--- config.mk ---
export PLATFORM = sky130hd
export DESIGN_NAME = tdocb_param_bank
export DESIGN_NICKNAME = d
export VERILOG_FILES = /design/src/tdocb_pkg.sv /design/src/tdocb_param_bank.sv /design/src/tdocb_ratio_cmp.sv
export SDC_FILE = /design/constraint.sdc
export NUM_CORES = 2
export LEC_CHECK = 0
export BUFFER_PORTS_ARGS = -buffer_cell sky130_fd_sc_hd__buf_2
export CAP_MARGIN = 20
export CORE_MARGIN = 2
export CORE_UTILIZATION = 65
export DETAILED_ROUTE_END_ITERATION = 8
export MAX_ROUTING_LAYER = met4
export PLACE_DENSITY = 0.85
export SLEW_MARGIN = 20
export SYNTH_ARGS = -nofsm -noshare
export SYNTH_HDL_FRONTEND = slang
export SYNTH_SLANG_ARGS = --single-unit
export TNS_END_PERCENT = 5
--- constraint.sdc ---
create_clock -name clk -period 10.2 [get_ports clk]
set_input_delay 0.51 -clock clk [delete_from_list [all_inputs] [get_ports clk]]
set_output_delay 0.51 -clock clk [all_outputs]
set_load 0.01 [all_outputs]
--- src/tdocb_pkg.sv ---
// Purpose: constants and carrier types of the tone detect / oscillator parameter bank
// Assumes: 16-bit indirect parameter words, reached by word index
// Notes: tone, ring and meter words are signed two's complement; thresholds, minimum power, level limit and ring dc code are unsigned
package tdocb_pkg;

  localparam int ADDR_W = 8;
  localparam int DATA_W = 16;

  // register indices
  localparam logic [7:0] IDX_COL_RATIO = 8'h08;
  localparam logic [7:0] IDX_ROW_HARM = 8'h09;
  localparam logic [7:0] IDX_COL_HARM = 8'h0A;
  localparam logic [7:0] IDX_MIN_PWR = 8'h0B;
  localparam logic [7:0] IDX_LEVEL_LIMIT = 8'h0C;
  localparam logic [7:0] IDX_TONE1_FREQ = 8'h0D;
  localparam logic [7:0] IDX_TONE1_AMP = 8'h0E;
  localparam logic [7:0] IDX_TONE1_PHASE = 8'h0F;
  localparam logic [7:0] IDX_TONE2_FREQ = 8'h10;
  localparam logic [7:0] IDX_TONE2_AMP = 8'h11;
  localparam logic [7:0] IDX_TONE2_PHASE = 8'h12;
  localparam logic [7:0] IDX_RING_DC = 8'h13;
  localparam logic [7:0] IDX_RING_FREQ = 8'h14;
  localparam logic [7:0] IDX_RING_AMP = 8'h15;
  localparam logic [7:0] IDX_RING_PHASE = 8'h16;
  localparam logic [7:0] IDX_METER_RAMP = 8'h17;
  localparam logic [7:0] IDX_METER_AMP = 8'h18;
  localparam logic [7:0] IDX_METER_FREQ = 8'h19;
  localparam logic [7:0] IDX_FIRST = IDX_COL_RATIO;
  localparam logic [7:0] IDX_LAST = IDX_METER_FREQ;

  // reset value of every word (content is undefined to software)
  localparam logic [15:0] PARAM_RST = 16'h0000;

  // ratio scaling codes
  localparam logic [15:0] UNITY_RATIO = 16'h07F0;
  localparam logic [15:0] UNITY_PASS = 16'h7FF0;

  // ring dc offset field and step
  localparam int RING_DC_LSB = 0;
  localparam int RING_DC_W = 6;
  localparam int RING_DC_STEP_DV = 15;
  localparam int RING_DC_DV_W = 10;

  typedef struct packed {
    logic signed [15:0] freq;
    logic signed [15:0] amp;
    logic signed [15:0] phase;
  } tdocb_osc_t;

  typedef struct packed {
    logic signed [15:0] ramp;
    logic signed [15:0] amp;
    logic signed [15:0] freq;
  } tdocb_meter_t;

  typedef struct packed {
    tdocb_osc_t tone1;
    tdocb_osc_t tone2;
    tdocb_osc_t ring;
    logic [RING_DC_W-1:0] ringDcCode;
    logic [RING_DC_DV_W-1:0] ringDcDeciVolt;
    tdocb_meter_t meter;
  } tdocb_gen_t;

  // powers from the detector filter bank, unsigned
  typedef struct packed {
    logic valid;
    logic [15:0] rowPeak;
    logic [15:0] rowOthers;
    logic [15:0] rowBand;
    logic [15:0] rowPassThr;
    logic [15:0] rowHarm;
    logic [15:0] colPeak;
    logic [15:0] colOthers;
    logic [15:0] colHarm;
    logic [15:0] total;
    logic [15:0] level;
  } tdocb_det_in_t;

  typedef struct packed {
    logic rowRatio;
    logic colRatio;
    logic rowHarm;
    logic colHarm;
    logic rowPass;
    logic powerOk;
  } tdocb_det_flags_t;

endpackage

--- src/tdocb_param_bank.sv ---
// Purpose: indirect parameter bank for tone detection and tone generators
// Assumes: single clock, plain register port, detector powers on same clock
// Notes: row ratio threshold lives outside this bank and arrives by port
//
// Local design decision: the address-and-strobe port.
`timescale 1ns/1ps
module tdocb_param_bank
  import tdocb_pkg::*;
(
  input wire logic clk,
  input wire logic rstn,
  input wire logic [tdocb_pkg::ADDR_W-1:0] regAddr,
  input wire logic [tdocb_pkg::DATA_W-1:0] regWrData,
  input wire logic regWr,
  input wire logic regRd,
  output logic [tdocb_pkg::DATA_W-1:0] regRdData,
  input wire logic [15:0] rowRatioThr,
  output tdocb_pkg::tdocb_gen_t genParams,
  input wire tdocb_pkg::tdocb_det_in_t detIn,
  output tdocb_pkg::tdocb_det_flags_t detFlags,
  output logic digitValid,
  output logic gainStep
);
  import tdocb_pkg::*;

  // ---------------------------------------------------------------
  // parameter storage
  // ---------------------------------------------------------------
  logic [15:0] regs_q [IDX_FIRST:IDX_LAST];
  logic [15:0] regs_d [IDX_FIRST:IDX_LAST];
  logic [15:0] rdData_q;
  logic [15:0] rdData_d;
  logic addrHit;

  assign addrHit = (regAddr >= IDX_FIRST) && (regAddr <= IDX_LAST);

  always_comb begin
    regs_d = regs_q;
    // all 16 bits stored, unused ones included
    if (regWr && addrHit) begin
      regs_d[regAddr] = regWrData;
    end
  end

  always_comb begin
    rdData_d = 16'h0000;
    if (regRd && addrHit) begin
      rdData_d = regs_q[regAddr];
    end
  end

  always_ff @(posedge clk) begin
    if (!rstn) begin
      for (int i = IDX_FIRST; i <= IDX_LAST; i++) begin
        regs_q[i] <= PARAM_RST;
      end
      rdData_q <= 16'h0000;
    end else begin
      regs_q <= regs_d;
      rdData_q <= rdData_d;
    end
  end

  assign regRdData = rdData_q;

  // ---------------------------------------------------------------
  // generator parameters
  // ---------------------------------------------------------------
  logic [RING_DC_W-1:0] ringDcCode;

  assign ringDcCode = regs_q[IDX_RING_DC][RING_DC_LSB +: RING_DC_W];

  always_comb begin
    // signed view of the stored words
    genParams.tone1.freq = $signed(regs_q[IDX_TONE1_FREQ]);
    genParams.tone1.amp = $signed(regs_q[IDX_TONE1_AMP]);
    genParams.tone1.phase = $signed(regs_q[IDX_TONE1_PHASE]);
    genParams.tone2.freq = $signed(regs_q[IDX_TONE2_FREQ]);
    genParams.tone2.amp = $signed(regs_q[IDX_TONE2_AMP]);
    genParams.tone2.phase = $signed(regs_q[IDX_TONE2_PHASE]);
    genParams.ring.freq = $signed(regs_q[IDX_RING_FREQ]);
    genParams.ring.amp = $signed(regs_q[IDX_RING_AMP]);
    genParams.ring.phase = $signed(regs_q[IDX_RING_PHASE]);
    genParams.ringDcCode = ringDcCode;
    // offset in tenths of a volt, code times 1.5 V
    genParams.ringDcDeciVolt = RING_DC_DV_W'(ringDcCode * RING_DC_STEP_DV);
    genParams.meter.ramp = $signed(regs_q[IDX_METER_RAMP]);
    genParams.meter.amp = $signed(regs_q[IDX_METER_AMP]);
    genParams.meter.freq = $signed(regs_q[IDX_METER_FREQ]);
  end

  // ---------------------------------------------------------------
  // detector qualification
  // ---------------------------------------------------------------
  logic rowRatioOk;
  logic colRatioOk;
  logic rowHarmOk;
  logic colHarmOk;
  logic rowPassOk;
  logic powerOk;

  tdocb_ratio_cmp #(.UNITY(UNITY_RATIO)) u_rowRatio (
    .num(detIn.rowPeak),
    .den(detIn.rowOthers),
    .thr(rowRatioThr),
    .pass(rowRatioOk)
  );

  tdocb_ratio_cmp #(.UNITY(UNITY_RATIO)) u_colRatio (
    .num(detIn.colPeak),
    .den(detIn.colOthers),
    .thr(regs_q[IDX_COL_RATIO]),
    .pass(colRatioOk)
  );

  tdocb_ratio_cmp #(.UNITY(UNITY_RATIO)) u_rowHarm (
    .num(detIn.rowPeak),
    .den(detIn.rowHarm),
    .thr(regs_q[IDX_ROW_HARM]),
    .pass(rowHarmOk)
  );

  tdocb_ratio_cmp #(.UNITY(UNITY_RATIO)) u_colHarm (
    .num(detIn.colPeak),
    .den(detIn.colHarm),
    .thr(regs_q[IDX_COL_HARM]),
    .pass(colHarmOk)
  );

  tdocb_ratio_cmp #(.UNITY(UNITY_PASS)) u_rowPass (
    .num(detIn.rowPeak),
    .den(detIn.rowBand),
    .thr(detIn.rowPassThr),
    .pass(rowPassOk)
  );

  assign powerOk = detIn.total >= regs_q[IDX_MIN_PWR];

  tdocb_det_flags_t flags_q;
  tdocb_det_flags_t flags_d;
  logic digit_q;
  logic digit_d;
  logic gain_q;
  logic gain_d;

  always_comb begin
    flags_d = flags_q;
    digit_d = 1'b0;
    if (detIn.valid) begin
      flags_d.rowRatio = rowRatioOk;
      flags_d.colRatio = colRatioOk;
      flags_d.rowHarm = rowHarmOk;
      flags_d.colHarm = colHarmOk;
      flags_d.rowPass = rowPassOk;
      flags_d.powerOk = powerOk;
      // low-power results are dropped whatever the ratios say
      digit_d = powerOk && rowRatioOk && colRatioOk && rowHarmOk && colHarmOk
                && rowPassOk;
    end
  end

  always_comb begin
    gain_d = gain_q;
    // second gain step engages above the limit level
    if (detIn.valid) begin
      gain_d = detIn.level > regs_q[IDX_LEVEL_LIMIT];
    end
  end

  always_ff @(posedge clk) begin
    if (!rstn) begin
      flags_q <= '0;
      digit_q <= 1'b0;
      gain_q <= 1'b0;
    end else begin
      flags_q <= flags_d;
      digit_q <= digit_d;
      gain_q <= gain_d;
    end
  end

  assign detFlags = flags_q;
  assign digitValid = digit_q;
  assign gainStep = gain_q;
endmodule

--- src/tdocb_ratio_cmp.sv ---
// Purpose: power ratio check, num/den against thr/unity
// Assumes: unsigned powers and thresholds
// Notes: cross-multiplied, no divider
`timescale 1ns/1ps
module tdocb_ratio_cmp #(
  parameter logic [15:0] UNITY = tdocb_pkg::UNITY_RATIO
) (
  input wire logic [15:0] num,
  input wire logic [15:0] den,
  input wire logic [15:0] thr,
  output logic pass
);
  logic [31:0] lhs;
  logic [31:0] rhs;

  always_comb begin
    lhs = num * UNITY;
    rhs = den * thr;
    pass = lhs > rhs;
  end
endmodule

* Word-level counts from Yosys, hierarchy flattened
Cells that the tools add are included.
Storage, ports and cells: flip-flop bits (word level) 312, bits in latches 0, RAM bits 0, memory bits (read-only) 0, output and inout bits 232, memories kept 0
Cells by class: add/sub/neg operators 0, multipliers 9, div/mod/pow operators 0, order comparisons 11, eq/ne operators 0, shifts and indexed selects 0, mux-type cells 6, bitwise logic cells 1, reductions and logical operators 11
Operators with widths (number):
- $bwmux W288 | 1
- $mul A16 B16 Y32 | 5
- $gt A27 B32 Y1 | 4
- $bmux W16 S5 | 1
- $demux W16 S5 | 1
- $mux W16 | 3
- $mul A16 B7 Y23 const B | 2
- $gt A31 B32 Y1 | 1
- $mul A16 B11 Y27 const B | 1
- $ge A16 B16 Y1 | 1
- $gt A16 B16 Y1 | 1
- $mul A6 B4 Y10 const B | 1
- $ge A9 B6 Y1 const B | 1
- $logic_and A1 B1 Y1 | 9
- $lt A9 B1 Y1 const B | 1
- $not A8 Y9 | 1
- $ge A8 B4 Y1 const B | 1
- $le A8 B5 Y1 const B | 1
- $reduce_and A2 Y1 | 2

* Longest topological paths before layout
depth after elaboration 7, gate-level depth with buffers 36, depth with buffers taken out 35

* Modules after synthesis
Synthesis repeated with hierarchy kept, for this count alone.
Unflattened totals: cell total of the unflattened synthesis 8351, area total of the unflattened synthesis 75079.5 um2
By module, submodules not included:
- tdocb_param_bank | instances 1, cells an instance 1619, area an instance 15635.0 um2, sequential area each 6246.0 um2
- tdocb_ratio_cmp (u_rowPass) | instances 1, cells an instance 1495, area an instance 13202.7 um2, sequential area each 0.0 um2
- tdocb_ratio_cmp (u_rowHarm) | instances 1, cells an instance 1332, area an instance 11685.0 um2, sequential area each 0.0 um2
- tdocb_ratio_cmp (u_rowRatio) | instances 1, cells an instance 1331, area an instance 11668.7 um2, sequential area each 0.0 um2
- tdocb_ratio_cmp (u_colRatio) | instances 1, cells an instance 1297, area an instance 11533.6 um2, sequential area each 0.0 um2
- tdocb_ratio_cmp (u_colHarm) | instances 1, cells an instance 1277, area an instance 11354.6 um2, sequential area each 0.0 um2

* Worst setup path before layout
No wires, ideal clock.
path type input-to-reg, from in detIn[122] (netlist name), to reg digit_q, in the netlist digitValid, library setup time 0.088 ns, arrival 7.840 ns, required time 10.112 ns, slack 2.272 ns, cell stages on the path 32, path buffers 1, cell sequence clkbuf_1 -> nand2_1 -> fa_1 -> inv_1 -> fa_1 -> inv_1 -> fa_1 -> fa_1 -> fa_1 -> fa_1 -> inv_1 -> ha_1 -> a21o_1 -> a21oi_1 -> nor3b_1 -> a211oi_1 -> nor3_1 -> nor4_1 -> o21ai_0 -> nand2b_1 -> a31oi_1 -> xor2_1 -> ha_1 -> and4_1 -> nand3_1 -> nor4_1 -> a21oi_1 -> nand2b_1 -> o21ai_0 -> or3b_2 -> mux2_2 -> nor4_2
On the way: longest elaborated chain between the ends 3
Ends and longest elaborated chain:
- start: declaration | line tdocb_param_bank.sv:19 | input wire tdocb_pkg::tdocb_det_in_t detIn,
- $mul A16 B16 Y32 | line tdocb_ratio_cmp.sv:18 | rhs = den * thr;
- $gt A31 B32 Y1 | line tdocb_ratio_cmp.sv:19 | pass = lhs > rhs;
- $logic_and A1 B1 Y1 | line tdocb_param_bank.sv:158 | && rowPassOk;
- end signal: assignment | line tdocb_param_bank.sv:177 | digit_q <= digit_d;
- end: declaration | line tdocb_param_bank.sv:141 | logic digit_q;
No other way between the ends. A chain may end at the register's enable or synchronous reset.

* Worst setup path in the final report
from reg regs_q[263] (netlist name), to reg digit_q, in the netlist digitValid
On the way: longest elaborated chain between the ends 5
Ends and longest elaborated chain:
- start: declaration | line tdocb_param_bank.sv:29 | logic [15:0] regs_q [IDX_FIRST:IDX_LAST];
- start signal: assignment | line tdocb_param_bank.sv:59 | regs_q <= regs_d;
- $mul A16 B16 Y32 | line tdocb_ratio_cmp.sv:18
- $gt A27 B32 Y1 | line tdocb_ratio_cmp.sv:19
- $logic_and A1 B1 Y1 (2 in series) | line tdocb_param_bank.sv:157 | digit_d = powerOk && rowRatioOk && colRatioOk && rowHarmOk && colHarmOk
- $logic_and A1 B1 Y1 | line tdocb_param_bank.sv:158
No other way between the ends.

==> results.yml <==
sta:
  fmax_mhz: 114
  fin_ws_ns: 1.42
  final_hold_viol_count: 0
  skew_ns: 0.0171
  period_needed_ns: 8.78
  max_slew_margin_pct: 24.7
  fin_crit_sh_pct: 86.1
  setup_viol: 0
  worstMarginPinSlew_ns: 1.12
  rsz0062_at_grt: "no"
  fin_tns_setup_ns: 0
  hold_slack_ns: 0.350
  maxSlewViolCount: 0
clock_tree:
  hold_buffers: 0
  clk_path_buf_depth: 3
  path_clk_slew_ns: 0.07
  cts_tree: "built"
  post-cts-setup-buffers: 0
  cts.sinks: 312
  cts-resized-gates: 0
  numCtsBuffers: 30
  clkLatencyLatePin_ns: 0.58
  cts_root_buffer: "clkbuf_16"
  htree_levels: 1
yosys:
  synth_top_area_share_pct: 33.6
  yosysTopAreaCell: "fa_1"
  synthesis.area_mm2: 0.0689
  ys_seq_area_share_pct: 9.06
  synth_common_cells: "inv_1 (1490), nand2_1 (1403), fa_1 (1158)"
  synth_area_leaders: "fa_1 (34%), ha_1 (15%), dfxtp_1 (9.1%)"
  synth_fp_nets: 10100
  synth-seq-cells: 312
  synth_edf_count: 0
  syn_avg_cell_area_um2: 8.70
  async_reset_ff_share_pct: 0
  syn_inst: 7924
  yosys_warnings: 0
  yosys_most_used_dff: "dfxtp_1"
  synth.most_common_cell: "inv_1"
  synth.distinct_cells: 84
hold_path:
  min_from: "rstn"
  hold_path_class: "in -> reg"
  holdPathEnd: "regs_q[250]"
  hold_depth: 2
placed_design:
  io_buffers: 436
  dpl.cell_count: 9262
  dpl_worst_slack_ns: 1.06
  place.gp.congestion: 0.981
  placed_cell_area_mm2: 0.0704
  dp_hpwl_mm: 150
global_route:
  track_usage_pct: 36.1
  grt_max_degree: 260
  grt_pass1_vias: 58200
  overflow: 0
  grtUsageMet3_pct: 6.09
  grt_antenna_before_repair: 18
  gr-usage-met2_pct: 58.8
  grt_pass1_wl_mm: 303
  grt_util_met1_pct: 44.0
  grt_busiest_layer: "met2"
power_and_ir_drop:
  peakVddDrop_mv: 0.759
  power.leakage_nw: 35.6
  p_total_mw: 18.4
  power_density_mw_per_mm2: 257
floorplanning:
  die_height_um: 330
  ios: 437
  die_w_um: 330
  fp-row-count: 119
  dieArea_mm2: 0.109
  start_util_pct: 65.5
  coreArea_mm2: 0.105
routing:
  num_vias: 55300
  drtIter0Drc: 4440
  drtAntennaViolNets: 0
  drc: 0
  wl_mm: 188
  drt_pre_antenna_iters: 6
  avgRoutedWirePerCell_um: 20.1
  vias_per_cell: 5.92
setup_path:
  crit_path_max_incr_delay_ns: 0.94
  critical_path_class: "reg -> reg"
  timing.rr.end: "digitValid"
  crit_fanout: 18
  critical_path_required_ns: 10.70
  worst-r2r-cell-count: 32
  cp_slowest_cell: "dfxtp_1"
  startpoint_type: "register"
  end_kind: "register"
  timing.rr.start: "regs_q[263]"
  critPathArrivalTime_ns: 9.27
  r2r_slack_ns: 1.42
  cpMostUsedCell: "fa_1"
finish:
  area_growth_pct: 3.84
  nFillCells: 8253
  finalNetCount: 10100
  fin_util_pct: 68.0
  layoutNonFillerInstCount: 9339
  drive_gt1_share_pct: 7.81
  fin_area_mm2: 0.0716
job:
  drv_cap: 0
status:
  status: "finished clean"
[worst max-delay path by stage]
stage                           start          to  cells after the start
final                     regs_q[263]  digitValid                     32
after global routing      regs_q[260]  digitValid                     30
after CTS                 regs_q[263]  digitValid                     32
after detailed placement   detIn[135]  digitValid                     31
after global placement     detIn[137]  digitValid                     29
after floorplan            detIn[122]  digitValid                     32
[placed cells by master, fill, tap and decap left out, types with 68 or more instances in the layout]
cell and count:
a21o_1 120, nor2_1 127, a21boi_1 172, buf_2 433
inv_1 1490, ha_1 804, nand2_1 1403, a21oi_1 191
fa_1 1158, xor2_1 68, xnor2_1 116, o21ai_0 97
dfxtp_1 312, and2_1 541, a21boi_0 110
[kinds of logic after synthesis]
family,Yosys count,share of synthesized area [%]
simple gates,2406,16.2
buf+inv,2000,12.0
fa+ha+maj,1962,48.2
compound gates,957,9.47
flops,312,9.06
xor+xnor,184,2.34
mux,103,2.69
[sequential cells by signal, indices dropped and copies added, names as in the netlist]
register / count
gainStep: 1
regs_q: 90
regRdData: 16
detFlags: 6
digitValid: 1
genParams: 198
[final cells by class]
cell class              count  area [µm²]  share of cell area (%)
diodes                     21        52.6                  0.0734
clock buffers              36         845                    1.18
clock inverters            20         295                   0.413
inverters                1490        5590                    7.82
multi-input cells        5612       54400                    76.1
flip-flops and latches    312        6250                    8.73
well taps                1391        1740                    2.43
repair buffers            457        2360                    3.30
[where the power goes]
group	internal [mW]	leakage (nW)	switching, mW
clock	0.768	0.549	0.524
combinational	6.96	32.5	8.93
sequential	1.23	2.51	0.0105
[worst max-delay path: cells and delay by family (launching register included)]
| family | cells | cell delay, ns |
|---|---|---|
| AO/OA/AOI/OAI | 13 | 2.27 |
| XOR/XNOR | 1 | 0.16 |
| adder cells (fa/ha/maj) | 8 | 3.71 |
| buffers and inverters | 5 | 0.25 |
| flip-flops | 1 | 0.94 |
| AND/OR/NAND/NOR | 5 | 1.35 |
[metal layers]
metal / wire (µm) / vias to the layer above
met5: 0 / -
met4: 10200 / 0
met3: 18200 / 703
met2: 90200 / 2824
met1: 69400 / 27300
li1: - / 24400
Note: power is estimated with default switching activity, not from simulation.
